$ cat src/logic/pdc_pkg.sv
// Package: register map, field positions and reset values of the modulator
package pdc_pkg;
  localparam logic [5:0] CTRL_A_OFF = 6'h00;
  localparam logic [5:0] DUTY_HI_A_OFF = 6'h04;
  localparam logic [5:0] DUTY_LO_A_OFF = 6'h08;
  localparam logic [5:0] CTRL_B_OFF = 6'h0c;
  localparam logic [5:0] DUTY_HI_B_OFF = 6'h10;
  localparam logic [5:0] DUTY_LO_B_OFF = 6'h14;
  localparam logic [5:0] TSEL_OFF = 6'h18;
  localparam logic [5:0] STATUS_OFF = 6'h1c;
  localparam int CTRL_EN_BIT = 7;
  localparam int CTRL_OUT_BIT = 5;
  localparam int CTRL_INV_BIT = 4;
  localparam int TSEL_B_LSB = 6;
  localparam int TSEL_A_LSB = 4;
  localparam int DLO_LSB = 6;
  localparam logic [7:0] TSEL_RESET = 8'h55;
  localparam logic [1:0] TB_SECOND = 2'h2;
  localparam logic [1:0] TB_THIRD = 2'h3;
  localparam logic [1:0] RESP_OKAY = 2'h0;
  localparam logic [1:0] RESP_SLVERR = 2'h2;
endpackage

$ cat src/logic/pdc_channel.sv
// One modulator channel: duty buffer, compare and polarity
`timescale 1ns/10ps
module pdc_channel #(
  parameter int DW = 10
) (
  input wire logic i_mclk,
  input wire logic i_arst_n,
  input wire logic i_enable,
  input wire logic i_invert,
  input wire logic [DW-1:0] i_duty,
  input wire logic [DW-1:0] i_count,
  input wire logic [7:0] i_period,
  input wire logic i_restart,
  output logic o_level
);
  typedef struct packed {
    logic [DW-1:0] duty_buf;
    logic raw;
    logic level;
  } pdc_ch_t;
  pdc_ch_t st_reg;
  pdc_ch_t st_next;

  function automatic logic full_duty(input logic [DW-1:0] d,
                                     input logic [7:0] p);
    full_duty = d[DW-1:2] >= p;
  endfunction

  always_comb begin
    st_next = st_reg;
    if (i_restart) begin
      st_next.duty_buf = i_duty;
      st_next.raw = (i_duty != '0);
    end else if (st_reg.raw && i_count == st_reg.duty_buf &&
                 !full_duty(st_reg.duty_buf, i_period)) begin
      st_next.raw = 1'b0;
    end
    // Inversion after compare, disabled means inactive
    st_next.level = i_enable & (st_next.raw ^ i_invert);
  end

  always_ff @(posedge i_mclk or negedge i_arst_n) begin
    if (!i_arst_n) begin
      st_reg <= '0;
    end else begin
      st_reg <= st_next;
    end
  end

  assign o_level = st_reg.level;

  property p_off_low;
    @(posedge i_mclk) disable iff (!i_arst_n)
      !i_enable |=> !o_level;
  endproperty
  a_off_low: assert property (p_off_low) else $error("disabled active");

  property p_zero_duty;
    @(posedge i_mclk) disable iff (!i_arst_n)
      i_restart && i_duty == '0 |=> !st_reg.raw;
  endproperty
  a_zero_duty: assert property (p_zero_duty) else $error("zero duty set");

  property p_latch;
    @(posedge i_mclk) disable iff (!i_arst_n)
      i_restart |=> st_reg.duty_buf == $past(i_duty);
  endproperty
  a_latch: assert property (p_latch) else $error("duty not latched");

  property p_hold_buf;
    @(posedge i_mclk) disable iff (!i_arst_n)
      !i_restart |=> $stable(st_reg.duty_buf);
  endproperty
  a_hold_buf: assert property (p_hold_buf) else $error("buffer moved");
endmodule

$ cat src/logic/pdc_top.sv
// Two-channel 10-bit duty compare modulator with AXI4-Lite registers
// Function
// - Two channels, each with control and duty pair, sharing timer select.
// - Control bit 7 enables the channel.
// - Control bit 5 reads the present output level; writes ignored.
// - Control bit 4 set inverts the channel output.
// - Control bits 6 and 3..0 read zero and ignore writes.
// - Channel B select: 11 third timer, 10 second timer.
// - Channel A select: 11 third timer, 10 second timer.
// - High duty register holds duty bits 9..2.
// - Low duty register bits 7..6 hold duty bits 1..0; rest zero.
// - Output set at timer restart, cleared when count equals duty.
// - Duty at or above period never clears the output.
// - Duty registers buffered, loaded after timer hits period.
// - Zero duty keeps output inactive across restart.
`timescale 1ns/10ps
module pdc_top #(
  parameter int DW = 10
) (
  input wire logic i_mclk,
  input wire logic i_arst_n,
  // First timer
  input wire logic [7:0] i_tmr1_count,
  input wire logic [1:0] i_tmr1_presc,
  input wire logic [7:0] i_tmr1_period,
  input wire logic i_tmr1_restart,
  // Second timer
  input wire logic [7:0] i_period_timer_count_count,
  input wire logic [1:0] i_period_timer_count_presc,
  input wire logic [7:0] i_period_timer_count_period,
  input wire logic i_period_timer_count_restart,
  // Third timer
  input wire logic [7:0] i_tmr3_count,
  input wire logic [1:0] i_tmr3_presc,
  input wire logic [7:0] i_tmr3_period,
  input wire logic i_tmr3_restart,
  // AXI4-Lite
  input wire logic [5:0] i_awaddr,
  input wire logic i_awvalid,
  output logic o_awready,
  input wire logic [31:0] i_wdata,
  input wire logic [3:0] i_wstrb,
  input wire logic i_wvalid,
  output logic o_wready,
  output logic [1:0] o_bresp,
  output logic o_bvalid,
  input wire logic i_bready,
  input wire logic [5:0] i_araddr,
  input wire logic i_arvalid,
  output logic o_arready,
  output logic [31:0] o_rdata,
  output logic [1:0] o_rresp,
  output logic o_rvalid,
  input wire logic i_rready,
  output logic o_chan_a,
  output logic o_chan_b
);
  typedef struct packed {
    logic [1:0] en;
    logic [1:0] inv;
    logic [7:0] dhi_a;
    logic [1:0] dlo_a;
    logic [7:0] dhi_b;
    logic [1:0] dlo_b;
    logic [7:0] tsel;
    logic aw_held;
    logic [5:0] aw_addr;
    logic w_held;
    logic [7:0] w_data;
    logic w_strb0;
    logic bvalid;
    logic [1:0] bresp;
    logic rvalid;
    logic [31:0] rdata;
    logic [1:0] rresp;
  } pdc_regs_t;
  pdc_regs_t st_reg;
  pdc_regs_t st_next;

  // ==========================================================
  // Time base selection
  typedef struct packed {
    logic [DW-1:0] count;
    logic [7:0] period;
    logic restart;
  } pdc_tb_t;

  // Timers come in as arguments so the selection follows every count change
  function automatic pdc_tb_t pick_tb(input logic [1:0] sel,
                                      input pdc_tb_t t1,
                                      input pdc_tb_t t2,
                                      input pdc_tb_t t3);
    pdc_tb_t r;
    unique case (sel)
      pdc_pkg::TB_THIRD: r = t3;
      pdc_pkg::TB_SECOND: r = t2;
      // Codes 00 and 01 both fall back to the first timer
      default: r = t1;
    endcase
    pick_tb = r;
  endfunction

  pdc_tb_t tb_1;
  pdc_tb_t tb_2;
  pdc_tb_t tb_3;
  pdc_tb_t tb_a;
  pdc_tb_t tb_b;
  logic lvl_a;
  logic lvl_b;
  assign tb_1 = {i_tmr1_count, i_tmr1_presc, i_tmr1_period, i_tmr1_restart};
  assign tb_2 = {i_period_timer_count_count, i_period_timer_count_presc, i_period_timer_count_period, i_period_timer_count_restart};
  assign tb_3 = {i_tmr3_count, i_tmr3_presc, i_tmr3_period, i_tmr3_restart};
  assign tb_a = pick_tb(st_reg.tsel[pdc_pkg::TSEL_A_LSB +: 2],
                        tb_1, tb_2, tb_3);
  assign tb_b = pick_tb(st_reg.tsel[pdc_pkg::TSEL_B_LSB +: 2],
                        tb_1, tb_2, tb_3);

  // ==========================================================
  // Channels
  pdc_channel #(.DW(DW)) u_chan_a (
    .i_mclk(i_mclk),
    .i_arst_n(i_arst_n),
    .i_enable(st_reg.en[0]),
    .i_invert(st_reg.inv[0]),
    .i_duty({st_reg.dhi_a, st_reg.dlo_a}),
    .i_count(tb_a.count),
    .i_period(tb_a.period),
    .i_restart(tb_a.restart),
    .o_level(lvl_a)
  );
  pdc_channel #(.DW(DW)) u_chan_b (
    .i_mclk(i_mclk),
    .i_arst_n(i_arst_n),
    .i_enable(st_reg.en[1]),
    .i_invert(st_reg.inv[1]),
    .i_duty({st_reg.dhi_b, st_reg.dlo_b}),
    .i_count(tb_b.count),
    .i_period(tb_b.period),
    .i_restart(tb_b.restart),
    .o_level(lvl_b)
  );

  // ==========================================================
  // Register read and write helpers
  function automatic logic [7:0] ctrl_view(input logic en, input logic inv,
                                           input logic lvl);
    logic [7:0] v;
    v = 8'h00;
    v[pdc_pkg::CTRL_EN_BIT] = en;
    v[pdc_pkg::CTRL_OUT_BIT] = lvl;
    v[pdc_pkg::CTRL_INV_BIT] = inv;
    ctrl_view = v;
  endfunction

  logic do_wr;
  logic do_rd;
  logic [7:0] rd_byte;
  logic rd_ok;
  assign do_wr = st_reg.aw_held && st_reg.w_held && !st_reg.bvalid;
  // Read data only after the address handshake, never ahead of it
  assign do_rd = i_arvalid && o_arready;

  always_comb begin
    rd_ok = 1'b1;
    unique case (i_araddr)
      pdc_pkg::CTRL_A_OFF:
        rd_byte = ctrl_view(st_reg.en[0], st_reg.inv[0], lvl_a);
      pdc_pkg::CTRL_B_OFF:
        rd_byte = ctrl_view(st_reg.en[1], st_reg.inv[1], lvl_b);
      pdc_pkg::DUTY_HI_A_OFF: rd_byte = st_reg.dhi_a;
      pdc_pkg::DUTY_LO_A_OFF:
        rd_byte = {st_reg.dlo_a, 6'h00};
      pdc_pkg::DUTY_HI_B_OFF: rd_byte = st_reg.dhi_b;
      pdc_pkg::DUTY_LO_B_OFF:
        rd_byte = {st_reg.dlo_b, 6'h00};
      pdc_pkg::TSEL_OFF: rd_byte = st_reg.tsel;
      pdc_pkg::STATUS_OFF: rd_byte = {6'h00, lvl_b, lvl_a};
      default: begin
        rd_byte = 8'h00;
        rd_ok = 1'b0;
      end
    endcase
  end

  // ==========================================================
  // Next state
  always_comb begin
    st_next = st_reg;
    if (i_awvalid && !st_reg.aw_held) begin
      st_next.aw_held = 1'b1;
      st_next.aw_addr = i_awaddr;
    end
    if (i_wvalid && !st_reg.w_held) begin
      st_next.w_held = 1'b1;
      st_next.w_data = i_wdata[7:0];
      st_next.w_strb0 = i_wstrb[0];
    end
    if (st_reg.bvalid && i_bready) begin
      st_next.bvalid = 1'b0;
    end
    if (do_wr) begin
      st_next.aw_held = 1'b0;
      st_next.w_held = 1'b0;
      st_next.bvalid = 1'b1;
      st_next.bresp = pdc_pkg::RESP_OKAY;
      unique case (st_reg.aw_addr)
        pdc_pkg::CTRL_A_OFF: if (st_reg.w_strb0) begin
          st_next.en[0] = st_reg.w_data[pdc_pkg::CTRL_EN_BIT];
          st_next.inv[0] = st_reg.w_data[pdc_pkg::CTRL_INV_BIT];
        end
        pdc_pkg::CTRL_B_OFF: if (st_reg.w_strb0) begin
          st_next.en[1] = st_reg.w_data[pdc_pkg::CTRL_EN_BIT];
          st_next.inv[1] = st_reg.w_data[pdc_pkg::CTRL_INV_BIT];
        end
        pdc_pkg::DUTY_HI_A_OFF:
          if (st_reg.w_strb0) st_next.dhi_a = st_reg.w_data;
        pdc_pkg::DUTY_LO_A_OFF: if (st_reg.w_strb0) begin
          st_next.dlo_a = st_reg.w_data[pdc_pkg::DLO_LSB +: 2];
        end
        pdc_pkg::DUTY_HI_B_OFF:
          if (st_reg.w_strb0) st_next.dhi_b = st_reg.w_data;
        pdc_pkg::DUTY_LO_B_OFF: if (st_reg.w_strb0) begin
          st_next.dlo_b = st_reg.w_data[pdc_pkg::DLO_LSB +: 2];
        end
        pdc_pkg::TSEL_OFF:
          if (st_reg.w_strb0) st_next.tsel = st_reg.w_data;
        // Status is read-only; writes answer okay and change nothing
        pdc_pkg::STATUS_OFF: st_next.bresp = pdc_pkg::RESP_OKAY;
        default: st_next.bresp = pdc_pkg::RESP_SLVERR;
      endcase
    end
    if (st_reg.rvalid && i_rready) begin
      st_next.rvalid = 1'b0;
    end
    if (do_rd) begin
      st_next.rvalid = 1'b1;
      st_next.rdata = {24'h000000, rd_byte};
      st_next.rresp = rd_ok ? pdc_pkg::RESP_OKAY : pdc_pkg::RESP_SLVERR;
    end
  end

  always_ff @(posedge i_mclk or negedge i_arst_n) begin
    if (!i_arst_n) begin
      st_reg <= '0;
      st_reg.tsel <= pdc_pkg::TSEL_RESET;
    end else begin
      st_reg <= st_next;
    end
  end

  // ==========================================================
  // Outputs, all from flops
  logic awready_reg;
  logic wready_reg;
  logic arready_reg;
  logic chan_a_reg;
  logic chan_b_reg;
  // Ready flops mirror free holding slots one cycle late
  always_ff @(posedge i_mclk or negedge i_arst_n) begin
    if (!i_arst_n) begin
      awready_reg <= 1'b0;
      wready_reg <= 1'b0;
      arready_reg <= 1'b0;
      chan_a_reg <= 1'b0;
      chan_b_reg <= 1'b0;
    end else begin
      awready_reg <= i_awvalid && !st_reg.aw_held && !awready_reg;
      wready_reg <= i_wvalid && !st_reg.w_held && !wready_reg;
      arready_reg <= i_arvalid && !st_reg.rvalid && !arready_reg;
      chan_a_reg <= st_next.en[0] ? lvl_a : 1'b0;
      chan_b_reg <= st_next.en[1] ? lvl_b : 1'b0;
    end
  end
  assign o_awready = awready_reg;
  assign o_wready = wready_reg;
  assign o_arready = arready_reg;
  assign o_bvalid = st_reg.bvalid;
  assign o_bresp = st_reg.bresp;
  assign o_rvalid = st_reg.rvalid;
  assign o_rdata = st_reg.rdata;
  assign o_rresp = st_reg.rresp;
  assign o_chan_a = chan_a_reg;
  assign o_chan_b = chan_b_reg;

  // ==========================================================
  // Checks
  property p_rd_zero_bits;
    @(posedge i_mclk) disable iff (!i_arst_n)
      do_rd && i_araddr == pdc_pkg::CTRL_A_OFF |=>
        (o_rdata[6] == 1'b0) && (o_rdata[3:0] == 4'h0);
  endproperty
  a_rd_zero_bits: assert property (p_rd_zero_bits) else $error("rsv set");

  property p_rd_level;
    @(posedge i_mclk) disable iff (!i_arst_n)
      do_rd && i_araddr == pdc_pkg::CTRL_B_OFF |=> o_rdata[5] == $past(lvl_b);
  endproperty
  a_rd_level: assert property (p_rd_level) else $error("level read");

  property p_dlo_zero;
    @(posedge i_mclk) disable iff (!i_arst_n)
      do_rd && i_araddr == pdc_pkg::DUTY_LO_A_OFF |=> o_rdata[5:0] == 6'h00;
  endproperty
  a_dlo_zero: assert property (p_dlo_zero) else $error("low duty rsv");

  property p_en_write;
    @(posedge i_mclk) disable iff (!i_arst_n)
      do_wr && st_reg.aw_addr == pdc_pkg::CTRL_A_OFF && st_reg.w_strb0 |=>
        st_reg.en[0] == $past(st_reg.w_data[7]);
  endproperty
  a_en_write: assert property (p_en_write) else $error("enable lost");

  property p_sel_third;
    @(posedge i_mclk) disable iff (!i_arst_n)
      st_reg.tsel[7:6] == pdc_pkg::TB_THIRD |-> tb_b.restart == i_tmr3_restart;
  endproperty
  a_sel_third: assert property (p_sel_third) else $error("b timer");

  property p_sel_second;
    @(posedge i_mclk) disable iff (!i_arst_n)
      st_reg.tsel[5:4] == pdc_pkg::TB_SECOND |->
        tb_a.count == {i_period_timer_count_count, i_period_timer_count_presc};
  endproperty
  a_sel_second: assert property (p_sel_second) else $error("a timer");

  property p_inv_write;
    @(posedge i_mclk) disable iff (!i_arst_n)
      do_wr && st_reg.aw_addr == pdc_pkg::CTRL_B_OFF && st_reg.w_strb0 |=>
        st_reg.inv[1] == $past(st_reg.w_data[pdc_pkg::CTRL_INV_BIT]);
  endproperty
  a_inv_write: assert property (p_inv_write) else $error("inv lost");

  property p_chan_off;
    @(posedge i_mclk) disable iff (!i_arst_n)
      !st_reg.en[0] && !$past(st_reg.en[0]) |=> !o_chan_a;
  endproperty
  a_chan_off: assert property (p_chan_off) else $error("off but high");

  property p_rd_answer;
    @(posedge i_mclk) disable iff (!i_arst_n)
      i_arvalid && o_arready |=> o_rvalid && !o_arready;
  endproperty
  a_rd_answer: assert property (p_rd_answer) else $error("no read answer");

  property p_wr_answer;
    @(posedge i_mclk) disable iff (!i_arst_n)
      do_wr |=> o_bvalid && !o_awready && !o_wready;
  endproperty
  a_wr_answer: assert property (p_wr_answer) else $error("no write answer");

  c_invert: cover property (@(posedge i_mclk) st_reg.inv[0] && o_chan_a);
  c_write: cover property (@(posedge i_mclk) do_wr);
  c_read: cover property (@(posedge i_mclk) do_rd);
  c_pulse: cover property (@(posedge i_mclk) $fell(o_chan_a));
endmodule
$ cat config.mk
export PLATFORM = sky130hd
export DESIGN_NAME = pdc_top
export DESIGN_NICKNAME = d
export VERILOG_FILES = /design/src/logic/pdc_pkg.sv /design/src/logic/pdc_channel.sv /design/src/logic/pdc_top.sv
export SDC_FILE = /design/constraint.sdc
export NUM_CORES = 1
export LEC_CHECK = 0
export BUFFER_PORTS_ARGS = -buffer_cell sky130_fd_sc_hd__clkbuf_2
export CAP_MARGIN = 20
export CORE_MARGIN = 2
export CORE_UTILIZATION = 48
export DETAILED_ROUTE_END_ITERATION = 6
export PLACE_DENSITY = 0.75
export SLEW_MARGIN = 20
export SYNTH_ARGS = -nofsm -noshare
export SYNTH_HDL_FRONTEND = slang
export SYNTH_SLANG_ARGS = --single-unit
$ cat constraint.sdc
create_clock -name i_mclk -period 2.95 [get_ports i_mclk]
set_clock_uncertainty 0.15 [all_clocks]
set_input_delay 0.885 -clock i_mclk [delete_from_list [all_inputs] [get_ports i_mclk]]
set_output_delay 0.885 -clock i_mclk [all_outputs]
set_load 0.05 [all_outputs]
## Yosys cells after proc, flatten, opt, wreduce, memory -nomap -nowiden

Cells that the tools add are included.

| storage, ports and cells | value |
|---|---|
| memories kept | 0 |
| bits in latches | 0 |
| output and inout port bits | 43 |
| ROM bits | 0 |
| input bits | 112 |
| register bits after elaboration | 92 |
| memory bits (writable) | 0 |

| cells by class | value |
|---|---|
| magnitude comparators | 2 |
| reductions and logical operators | 41 |
| eq/ne operators | 20 |
| shift operators | 0 |
| bitwise operators | 4 |
| multiplexer cells | 38 |
| $add $sub $neg | 0 |
| div/mod/pow operators | 0 |
| multiply operators | 0 |

Operator list:

| kind | count |
|---|---|
| 19-bit one-hot mux with 2 select lines | 2 |
| 8-bit one-hot mux with 8 select lines | 1 |
| 6-bit by 5-bit == test with 1-bit output, second input constant | 8 |
| 8-bit two-way mux | 6 |
| 35-bit two-way mux | 1 |
| 33-bit two-way mux | 1 |
| 6-bit by 4-bit == test with 1-bit output, second input constant | 4 |
| 3-bit AND reduction | 7 |
| 10-bit == test | 2 |
| 10-bit nonzero test | 2 |
| 1-bit two-way mux | 18 |
| 8-bit greater-or-equal comparator | 2 |
| 8-bit OR reduction | 2 |
| 1-bit logical AND | 15 |
| 6-bit by 3-bit == test with 1-bit output, second input constant | 2 |
| 6-bit zero test | 2 |
| 2-bit two-way mux | 6 |
| 10-bit two-way mux | 1 |
| 1-bit zero test | 9 |
| 2-bit == test, second input constant | 4 |
| 2-bit nonzero test | 4 |
| 7-bit two-way mux | 1 |
| 3-bit two-way mux | 1 |
| 1-bit AND | 2 |
| 1-bit XOR | 2 |

## Longest topological paths before layout

Gate-level depths: netlist (run 1).

| logic depth | value |
|---|---|
| depth after elaboration | 9 |
| depth in mapped cells | 13 |
| mapped depth without buffers | 11 |

## Modules after synthesis

Synthesis (run 1) repeated with hierarchy kept, for this count alone.

| second synthesis, totals | value |
|---|---|
| cell total of the unflattened synthesis | 532 |
| area total of the unflattened synthesis | 5510.3 sq um |

Modules (own cells, without submodules):

| module | cells each | times used | area each (sq um) | sequential area each (sq um) |
|---|---|---|---|---|
| pdc_top | 376 | 1 | 3926.3 | 1656.6 |
| pdc_channel | 78 | 2 | 792.0 | 300.3 |

## Worst setup path after synthesis (run 1)

No wires, ideal clock.

| timing path | value |
|---|---|
| kind | reg-to-reg |
| from | register st_reg[61] (netlist name) |
| to | register u_chan_b.st_reg (netlist bit u_chan_b.o_level) |
| setup time | 0.123 ns |
| arrival time | 2.677 ns |
| stages on the path, launching flop included | 13 |
| clock period less this slack | 2.950 ns |
| buffers on the path | 2 |
| data required time | 2.677 ns |
| slack | 0.000 ns |
| cells stage by stage | dfstp_2 -> buf_6 -> buf_1 -> mux2i_1 -> a21oi_1 -> ha_1 -> nand2b_1 -> a21oi_1 -> nor4_1 -> a211oi_1 -> a41oi_1 -> a221o_1 -> mux2i_1 |

RTL lines:

| item | line | source |
|---|---|---|
| start, declared | pdc_top.sv:77 | `pdc_regs_t st_reg;` |
| start signal, assigned | pdc_top.sv:247 | `st_reg <= st_next;` |
| end signal, assigned | pdc_channel.sv:46 | `st_reg <= st_next;` |
| end, declared | pdc_channel.sv:21 | `pdc_ch_t st_reg;` |

==> results.md, run 1 <==
- The run finished with clean final reports.
- The worst min-delay path category is reg2reg.
- The tree is rooted in a sky130_fd_sc_hd__clkbuf_16.
- The cell at the slowest stage of the critical path is sky130_fd_sc_hd__dfstp_2.
- The switching portion of total power is 0.395.
- The setup check on the worst reg-to-reg path leaves a slack of 0.20 ns.
- The share of total power dissipated in combinational logic is 0.408.
- The first detailed-routing pass took 4 iterations.
- The detail route stage leaves a number of antenna-violating nets equal to 0.
- The number of inserted filler cells in the final layout is 942.
- The port buffer count is 101.
- At the later pin of the worst-skew pair, clock insertion delay measures 0.34 ns.
- Traced cell by cell, the critical path runs through buf_4 > mux2i_1 > nor2_1 > a21oi_1 > ha_1 > nand2_1 > nor4_1 > a211oi_1 > a41oi_1 > a221o_1 > mux2i_1.
- For this block, the via count after detailed routing is 4145.
- The part of the total power dissipated in sequential elements is 0.403.
- The number of cells upsized or downsized after cts is 0.
- After clock tree synthesis, the clock-pin slew on the worst setup and hold paths is 0.06 ns.
- met2 is the most crowded layer.
- For this run, the share of the core covered by cells in the final layout is 0.572.
- The post-synthesis instance total is 516.
- Of the post-synthesis cell area, the dominant cell type holds 0.397.
- The vertical die dimension is 110 um.
- Clock tree synthesis found a total of 90 sinks.
- The area growth from synthesis to layout is 15.3%.
- The HPWL after detailed placement is 10600 um.
- The count of yosys warnings during synthesis is 0.
- For the pin with the worst max-slew slack, the measured transition is 0.705 ns.
- The gate family responsible for the most delay along the worst path is compound AO/OA/AOI/OAI gates.
- The H-tree generated during clock tree synthesis spans 3 levels.
- The flop and latch count out of synthesis is 90.
- The cell area after placement is 5950 um2.
- The number of enable-type register cells in the synthesized netlist is 0.
- For the worst setup path, the data arrival time is 2.82 ns.
- Using the TritonRoute via totals, the vias-per-cell ratio works out to 5.48.
- The floorplan step defined a core boundary enclosing 10900 um2.
- The synthesized netlist occupies a cell area of 5420 um2.
- In this design, the critical path's most frequently occurring cell is sky130_fd_sc_hd__mux2i_1.
- In this run the mean area of a mapped cell was 10.5 um2.
- The first routing iteration left 238 violations.
- 0 antenna diodes ended up in the layout.
- The floorplan step set the die width to 110 um.
- Data on the critical path is required at its endpoint by 3.02 ns.
- The share of the cycle needed by the critical path after routing is 0.932.
- The register with the most flip-flops in the layout has 49 of them.
- The relative contribution of the clock network to total power is 0.189.
- In this run the post-CTS setup repair buffer count came out at 0.
- The initial utilization of the core area, before any placement, comes to 0.496.
- The final total power is 6.02 mW.
- The number of unique standard cell types used by synthesis is 46.
- The via count of the first global-routing pass is 4153.
- In this run the tightest slew margin relative to its limit is 0.528.
- The maximum fanout count along the critical path is 9.
- The routing usage on met2 is 0.396.
- The routed design has 13400 um of wire.
- The placement row count is 38.
- The total count of hold-check failures in the final report is 0.
- The first global-routing pass estimated 21100 um of wire.
- In the routed design, unresolved DRC markers number 0.
- The top cell type by total area after synthesis is sky130_fd_sc_hd__dfrtp_1.
- The number of pins exceeding their max-slew limit in the final report came to 0.
- TritonCTS built the clock tree.
- The number of buffers and inverters on the critical path is 1.
- The tool flagged a number of max-cap violations equal to 0.
- After the last flow step, the layout net total stands at 740.
- Once layout is complete, the cells apart from fillers number 757.
- Setup repair after global routing left no endpoint under its margin.
- The maximum number of pins on one net before global-route repair is 43.
- The leakage power figure is 2.92 nW.
- The area of the die is 12200 um2.
- The total non-filler cell area in the finished layout is 6250 um2.
- Setup violations remaining at the end of the flow were counted as 0.
- The predominant post-synthesis flop cell is sky130_fd_sc_hd__dfrtp_1.
- The weighted congestion reported at the end of routability-driven placement is 0.943.
- The achievable clock frequency is 0.364 GHz.
- The total overflow left after global routing is 0.
- The peak per-stage delay on the critical path is 0.69 ns.
- The maximum ir drop on the vdd rail is 547 uV.
- For this run, global-route usage on met3 was measured as 0.0382.
- For this design the top-level I/O count stands at 155.
- For this run, the register share of the synthesized area comes to 0.416.
- The number of antenna violations at the first check in global routing was 0.
- The number of hold buffers added after cts is 0.
- STA classifies the critical path startpoint as a flop.
- The worst-case clock buffer depth is 2.
- The power per standard cell area is 964 nW/um2.
- The classification of the worst setup path is reg2reg.
- The analysis attributes to net switching a power of 2.38 mW.
- Adding up every negative setup slack in the final design gives 0 ns.
- After detailed routing, the average wire length per cell comes to 17.8 um.
- The global routing usage summed across all routing layers is 0.234.
- The total CTS buffers is 9.
- The met1 capacity usage during global routing is 0.294.
- The sequential cell area is 2260 um2.
- By area the synthesized netlist is led by sky130_fd_sc_hd__dfrtp_1, sky130_fd_sc_hd__mux2_2, sky130_fd_sc_hd__mux2i_1.
- The clock period minus worst slack is 2.75 ns.
- The fraction of registers with async set or reset after synthesis is 1.00.
- The worst setup path is captured at a flop.
- The internal power of the cells totals 3.64 mW.
- In the final layout, the share of cells above drive strength 1 is 0.332.
- After detailed placement, the design holds a cell count of 741.
- Summing all multi-input logic gate instances after layout gives 2850 um2.
[metrics by stage]
step	hold WS, ns	worst slack [ns]
2_1_floorplan	0.301	0.201
3_3_place_gp	0.263	0.0186
3_5_place_dp	0.271	0.0272
4_1_cts	0.288	0.184
5_1_grt	0.326	0.00442
6_report	0.287	0.199
[power groups by stage]
stage	clock [mW]	combinational [mW]	sequential, mW
4_1_cts	1.16	2.46	2.41
3_3_place_gp	0	2.37	2.39
2_1_floorplan	0	1.94	2.17
3_5_place_dp	0	2.44	2.43
5_1_grt	1.21	2.71	2.49
6_report	1.14	2.46	2.43
[area by class of cell]
type                       count  share of cell area
clock inverter                 2             0.00561
tap                          140              0.0280
sequential                    90               0.362
clock buffer                  14              0.0422
multi-input combinational    382               0.455
timing repair buffer         116              0.0993
inverter                      13             0.00781
[kinds of logic after synthesis]
group / after synthesis / share of synthesized area
AO/OA/AOI/OAI: 78 / 0.0868
adder cells (fa/ha/maj): 16 / 0.0369
XOR/XNOR: 31 / 0.0501
flip-flops: 90 / 0.416
other: 1 / 0.000692
multiplexers: 115 / 0.230
AND/OR/NAND/NOR: 116 / 0.103
buffers and inverters: 69 / 0.0759
[path summary, 6_finish.rpt]
check	from	to	cells after the start
hold reg to reg	o_wready	o_wready	1
setup / recovery	st_reg[61]	u_chan_b.o_level	11
setup reg to reg	st_reg[61]	u_chan_b.o_level	11
hold / removal	o_wready	o_wready	1
min in group asynchronous	i_arst_n	o_wready	1
max in group asynchronous	i_arst_n	st_reg[61]	2
[cells in the mapped netlist (all sizes together) (4+ instances only)]
| library cell | count |
|---|---|
| dfrtp | 86 |
| mux2 | 68 |
| buf | 46 |
| mux2i | 46 |
| nor2 | 39 |
| a21oi | 28 |
| nand2 | 27 |
| xnor2 | 23 |
| o21ai | 20 |
| ha | 16 |
| inv | 13 |
| clkbuf | 10 |
| nand3 | 10 |
| a31oi | 9 |
| nor3 | 9 |
| xor2 | 8 |
| nor4 | 7 |
| nor2b | 6 |
| a22oi | 4 |
| dfstp | 4 |
| nand2b | 4 |
[metal layers]
metal  share of wire  wire length [um]
met5               0                 0
met4           0.032               428
met3           0.059               792
met2            0.49              6550
met1            0.42              5670
[worst reg2reg max path: cells and delay by family (launching register included)]
| kind | cells | cell delay [ns] |
|---|---|---|
| AOI/OAI and AO/OA | 4 | 0.84 |
| adders and majority gates | 1 | 0.26 |
| buffers and inverters | 1 | 0.20 |
| DFF | 1 | 0.69 |
| muxes | 2 | 0.31 |
| and+or+nand+nor | 3 | 0.18 |
[layout by cell type, fill, tap and decap left out, drive strengths merged, types with 2 or more instances in the layout]
master | netlist | layout
a2111oi | 3 | 3
a211oi | 2 | 2
a21oi | 28 | 28
a221o | 2 | 2
a22oi | 4 | 4
a31oi | 9 | 9
and2 | 3 | 3
and3 | 3 | 3
buf | 46 | 16
clkbuf | 10 | 114
conb | 1 | 26
dfrtp | 86 | 86
dfstp | 4 | 4
ha | 16 | 16
inv | 13 | 13
mux2 | 68 | 68
mux2i | 46 | 46
nand2 | 27 | 27
nand2b | 4 | 4
nand3 | 10 | 10
nand4 | 3 | 3
nor2 | 39 | 39
nor2b | 6 | 6
nor3 | 9 | 9
nor3b | 2 | 2
nor4 | 7 | 7
o21ai | 20 | 20
o22ai | 2 | 2
o32a | 2 | 2
xnor2 | 23 | 23
xor2 | 8 | 8
Power figures use the tool's default switching activity.
==> inputs of run 2 (changes only) <==
--- a/config.mk
+++ b/config.mk
@@ -7,10 +7,12 @@
 export LEC_CHECK = 0
 export BUFFER_PORTS_ARGS = -buffer_cell sky130_fd_sc_hd__clkbuf_2
 export CAP_MARGIN = 20
+export CELL_PAD_IN_SITES_DETAIL_PLACEMENT = 1
+export CELL_PAD_IN_SITES_GLOBAL_PLACEMENT = 2
 export CORE_MARGIN = 2
-export CORE_UTILIZATION = 48
+export CORE_UTILIZATION = 29
 export DETAILED_ROUTE_END_ITERATION = 6
-export PLACE_DENSITY = 0.75
+export PLACE_DENSITY = 0.73
 export SLEW_MARGIN = 20
 export SYNTH_ARGS = -nofsm -noshare
 export SYNTH_HDL_FRONTEND = slang
==> run 2 against run 1 <==
Total power up 2.6%. Combinational power up 11%. Via count up 0.19%. Maximum frequency down 1.7%. Register-to-register slack worse by 0.05 ns. Cell count up 12%.
==> results.md, run 2 (synthesis results as in run 1) <==
- The flow ran to the end, and the final reports show no timing, DRC or antenna violations.
- The completed layout was analyzed and its total power is 6.18 mW.
- The worst-case setup slack after placement is -0.142 ns.
- Traced cell by cell, the critical path runs through buf_6 > mux2i_1 > nor2_1 > a21oi_1 > ha_1 > a21oi_2 > nor4_2 > a211oi_2 > a41oi_2 > a221o_1 > mux2i_1.
- The classification of the worst setup path is reg2reg.
- The transition at the pin with the smallest max-transition slack is 0.595 ns.
- The maximum fanout count along the critical path is 7.
- The total count of hold-check failures in the final report is 0.
- The die is 141 um tall.
- For this run, the slowest stage of the critical path takes 0.71 ns.
- The clock tree from TritonCTS is built.
- The initial utilization of the core area, before any placement, comes to 0.299.
- Summed over all nets, the half-perimeter wirelength after detailed placement is 12200 um.
- STA classifies the critical path startpoint as a flop.
- The worst slew slack as a fraction of its limit is 0.600.
- The gate family responsible for the most delay along the worst path is compound AO/OA/AOI/OAI gates.
- Data on the critical path is required at its endpoint by 3.03 ns.
- The antenna violation net count after detailed routing is 0.
- The beginning of the worst hold path is o_wready.
- The number of antenna repair diodes is 0.
- The global-route wire length before repair is 24100 um.
- The total CTS buffers is 9.
- The worst endpoint data arrival time is 2.88 ns.
- The reg-to-reg critical path endpoint is u_chan_b.o_level.
- The number of buffers and inverters on the critical path is 1.
- The tightest hold path in the finished design has a slack of 0.283 ns.
- Counting instances, the worst hold path has a depth of 1.
- In this run, the number of DRC markers left after iteration 0 of detailed routing was 129.
- The number of max-cap violations is 0.
- The clock period minus worst slack is 2.80 ns.
- Counting every sink on the clock net gives 90.
- Fill cells in the final layout number 2098.
- At the end of the flow the core is filled with cells to 0.357.
- Setup violations remaining at the end of the flow were counted as 0.
- Wires add up to 15300 um.
- The number of antenna violations at the first check in global routing came to 0.
- The placement row count is 49.
- The startpoint identified for the worst register-to-register timing path is st_reg[61].
- The detailed router placed 4153 vias in this run.
- The finished cells cover 6470 um2.
- Based on the critical path, the design can be clocked at up to 0.357 GHz.
- The top cell types in the final layout, fill and taps aside, are sky130_fd_sc_hd__clkbuf_2, sky130_fd_sc_hd__dfrtp_1, sky130_fd_sc_hd__mux2_2, sky130_fd_sc_hd__mux2i_1, sky130_fd_sc_hd__nor2_1.
- The via count of the first global-routing pass is 4484.
- From synthesis to final layout, the design area changed by 19.4%.
- The weighted congestion reported at the end of routability-driven placement is 0.839.
- The cell area after placement is 6130 um2.
- After the last flow step, the layout net total stands at 745.
- The worst-skew pair later-pin latency is 0.35 ns.
- Leaving out fill and tap cells, the most frequent cell in the layout is sky130_fd_sc_hd__clkbuf_2.
- The pre-antenna-repair detailed-routing pass consisted of 4 iterations.
- The worst reg2reg path depth is 11.
- The port buffer count is 101.
- The register with the most flip-flops in the layout has 49 of them.
- The most frequent cell on the critical path is sky130_fd_sc_hd__mux2i_1.
- The share of the cycle needed by the critical path after routing is 0.949.
- For this run, design rule violations remaining after detail routing come to 0.
- Setup repair after global routing left no endpoint under its margin.
- After detailed routing, the average wire length per cell comes to 18.0 um.
- The worst-case clock buffer depth is 2.
- The clock transition at the registers of the reported paths is 0.06 ns.
- The tree is rooted in a sky130_fd_sc_hd__clkbuf_16.
- The endpoint of the worst hold-timing path is o_wready.
- The number of pins exceeding their max-slew limit in the final report is 0.
- The power per standard cell area is 955 nW/um2.
- In this run the worst hold path is classified as reg2reg.
- In the routed layout, each cell is associated on average with a via count of 4.88.
- The reg2reg setup slack is 0.15 ns.
- The logic depth of the worst path, buffers included is 11.
- The floorplan step defined a core boundary enclosing 18100 um2.
- The slowest stage of the critical path belongs to the cell sky130_fd_sc_hd__dfstp_4.
- In this run the count of I/O pins placed on the die edge is 155.
- The global routing usage summed across all routing layers is 0.159.
- The number of hold buffers added after CTS was 0.
- The die span in x is 141 um.
- The kind of capture point of the worst setup path is a flop.
- The worst setup slack after layout is 0.151 ns.
- The floorplan step defined a die boundary enclosing 19800 um2.
- The overflow left after global routing is 0.
- IR analysis of the VDD net gives a maximum drop of 385 uV.
- The level count of the clock H-tree is 3.
- Entering global routing, the biggest net connects 40 pins.
- Summed over all cells, the static leakage comes to 2.97 nW.
- The share of cells above drive strength 1 is 0.349.
-- run 2: cell types whose count changed in the layout (fill, tap and decap cells not counted), sizes merged --
| cell | before | now |
|---|---|---|
| inv | 13 | 14 |
| bufinv | 1 | 0 |
| clkbuf | 114 | 112 |
| clkinvlp | 0 | 1 |
| clkinv | 1 | 2 |
| buf | 16 | 21 |
-- run 2: worst max-delay path by stage --
stage                          start               end
finish                    st_reg[61]  u_chan_b.o_level
global route              st_reg[61]  u_chan_b.o_level
CTS                       st_reg[61]  u_chan_b.o_level
detailed placement  i_tmr3_period[0]  u_chan_b.o_level
global placement    i_tmr3_period[0]  u_chan_b.o_level
floorplan                 st_reg[61]  u_chan_b.o_level
-- run 2: area by class of cell --
type	instances	area [um2]	share of cell area
Clock inverter	4	26.3	0.00406
Sequential cell	90	2260	0.349
Tap cell	229	287	0.0443
Clock buffer	12	246	0.0381
Inverter	13	48.8	0.00754
Timing Repair Buffer	121	723	0.112
Multi-Input combinational cell	382	2880	0.445
-- run 2: layer usage --
layer  share of wire  global-route usage
met3           0.048              0.0363
met5               0                   0
met2            0.48               0.266
met1            0.45               0.201
met4           0.020              0.0547
-- run 2: power by group --
group	total (mW)	internal, mW	switching [mW]
registers	2.39	1.74	0.645
logic	2.73	1.34	1.38
clock network	1.06	0.594	0.471
total	6.18	3.68	2.50
-- run 2: through the flow --
step                TNS, ns  std cells
floorplan                 0        541
global placement    -0.0920        833
detailed placement   -0.160        833
CTS                       0        849
global route              0        851
finish                    0        851
-- run 2: repair_timing --
item	CTS	global route
hold endpoints to repair	0	0
gates resized for setup	0	11
buffers inserted	0	2
endpoints found under the setup margin	0	1
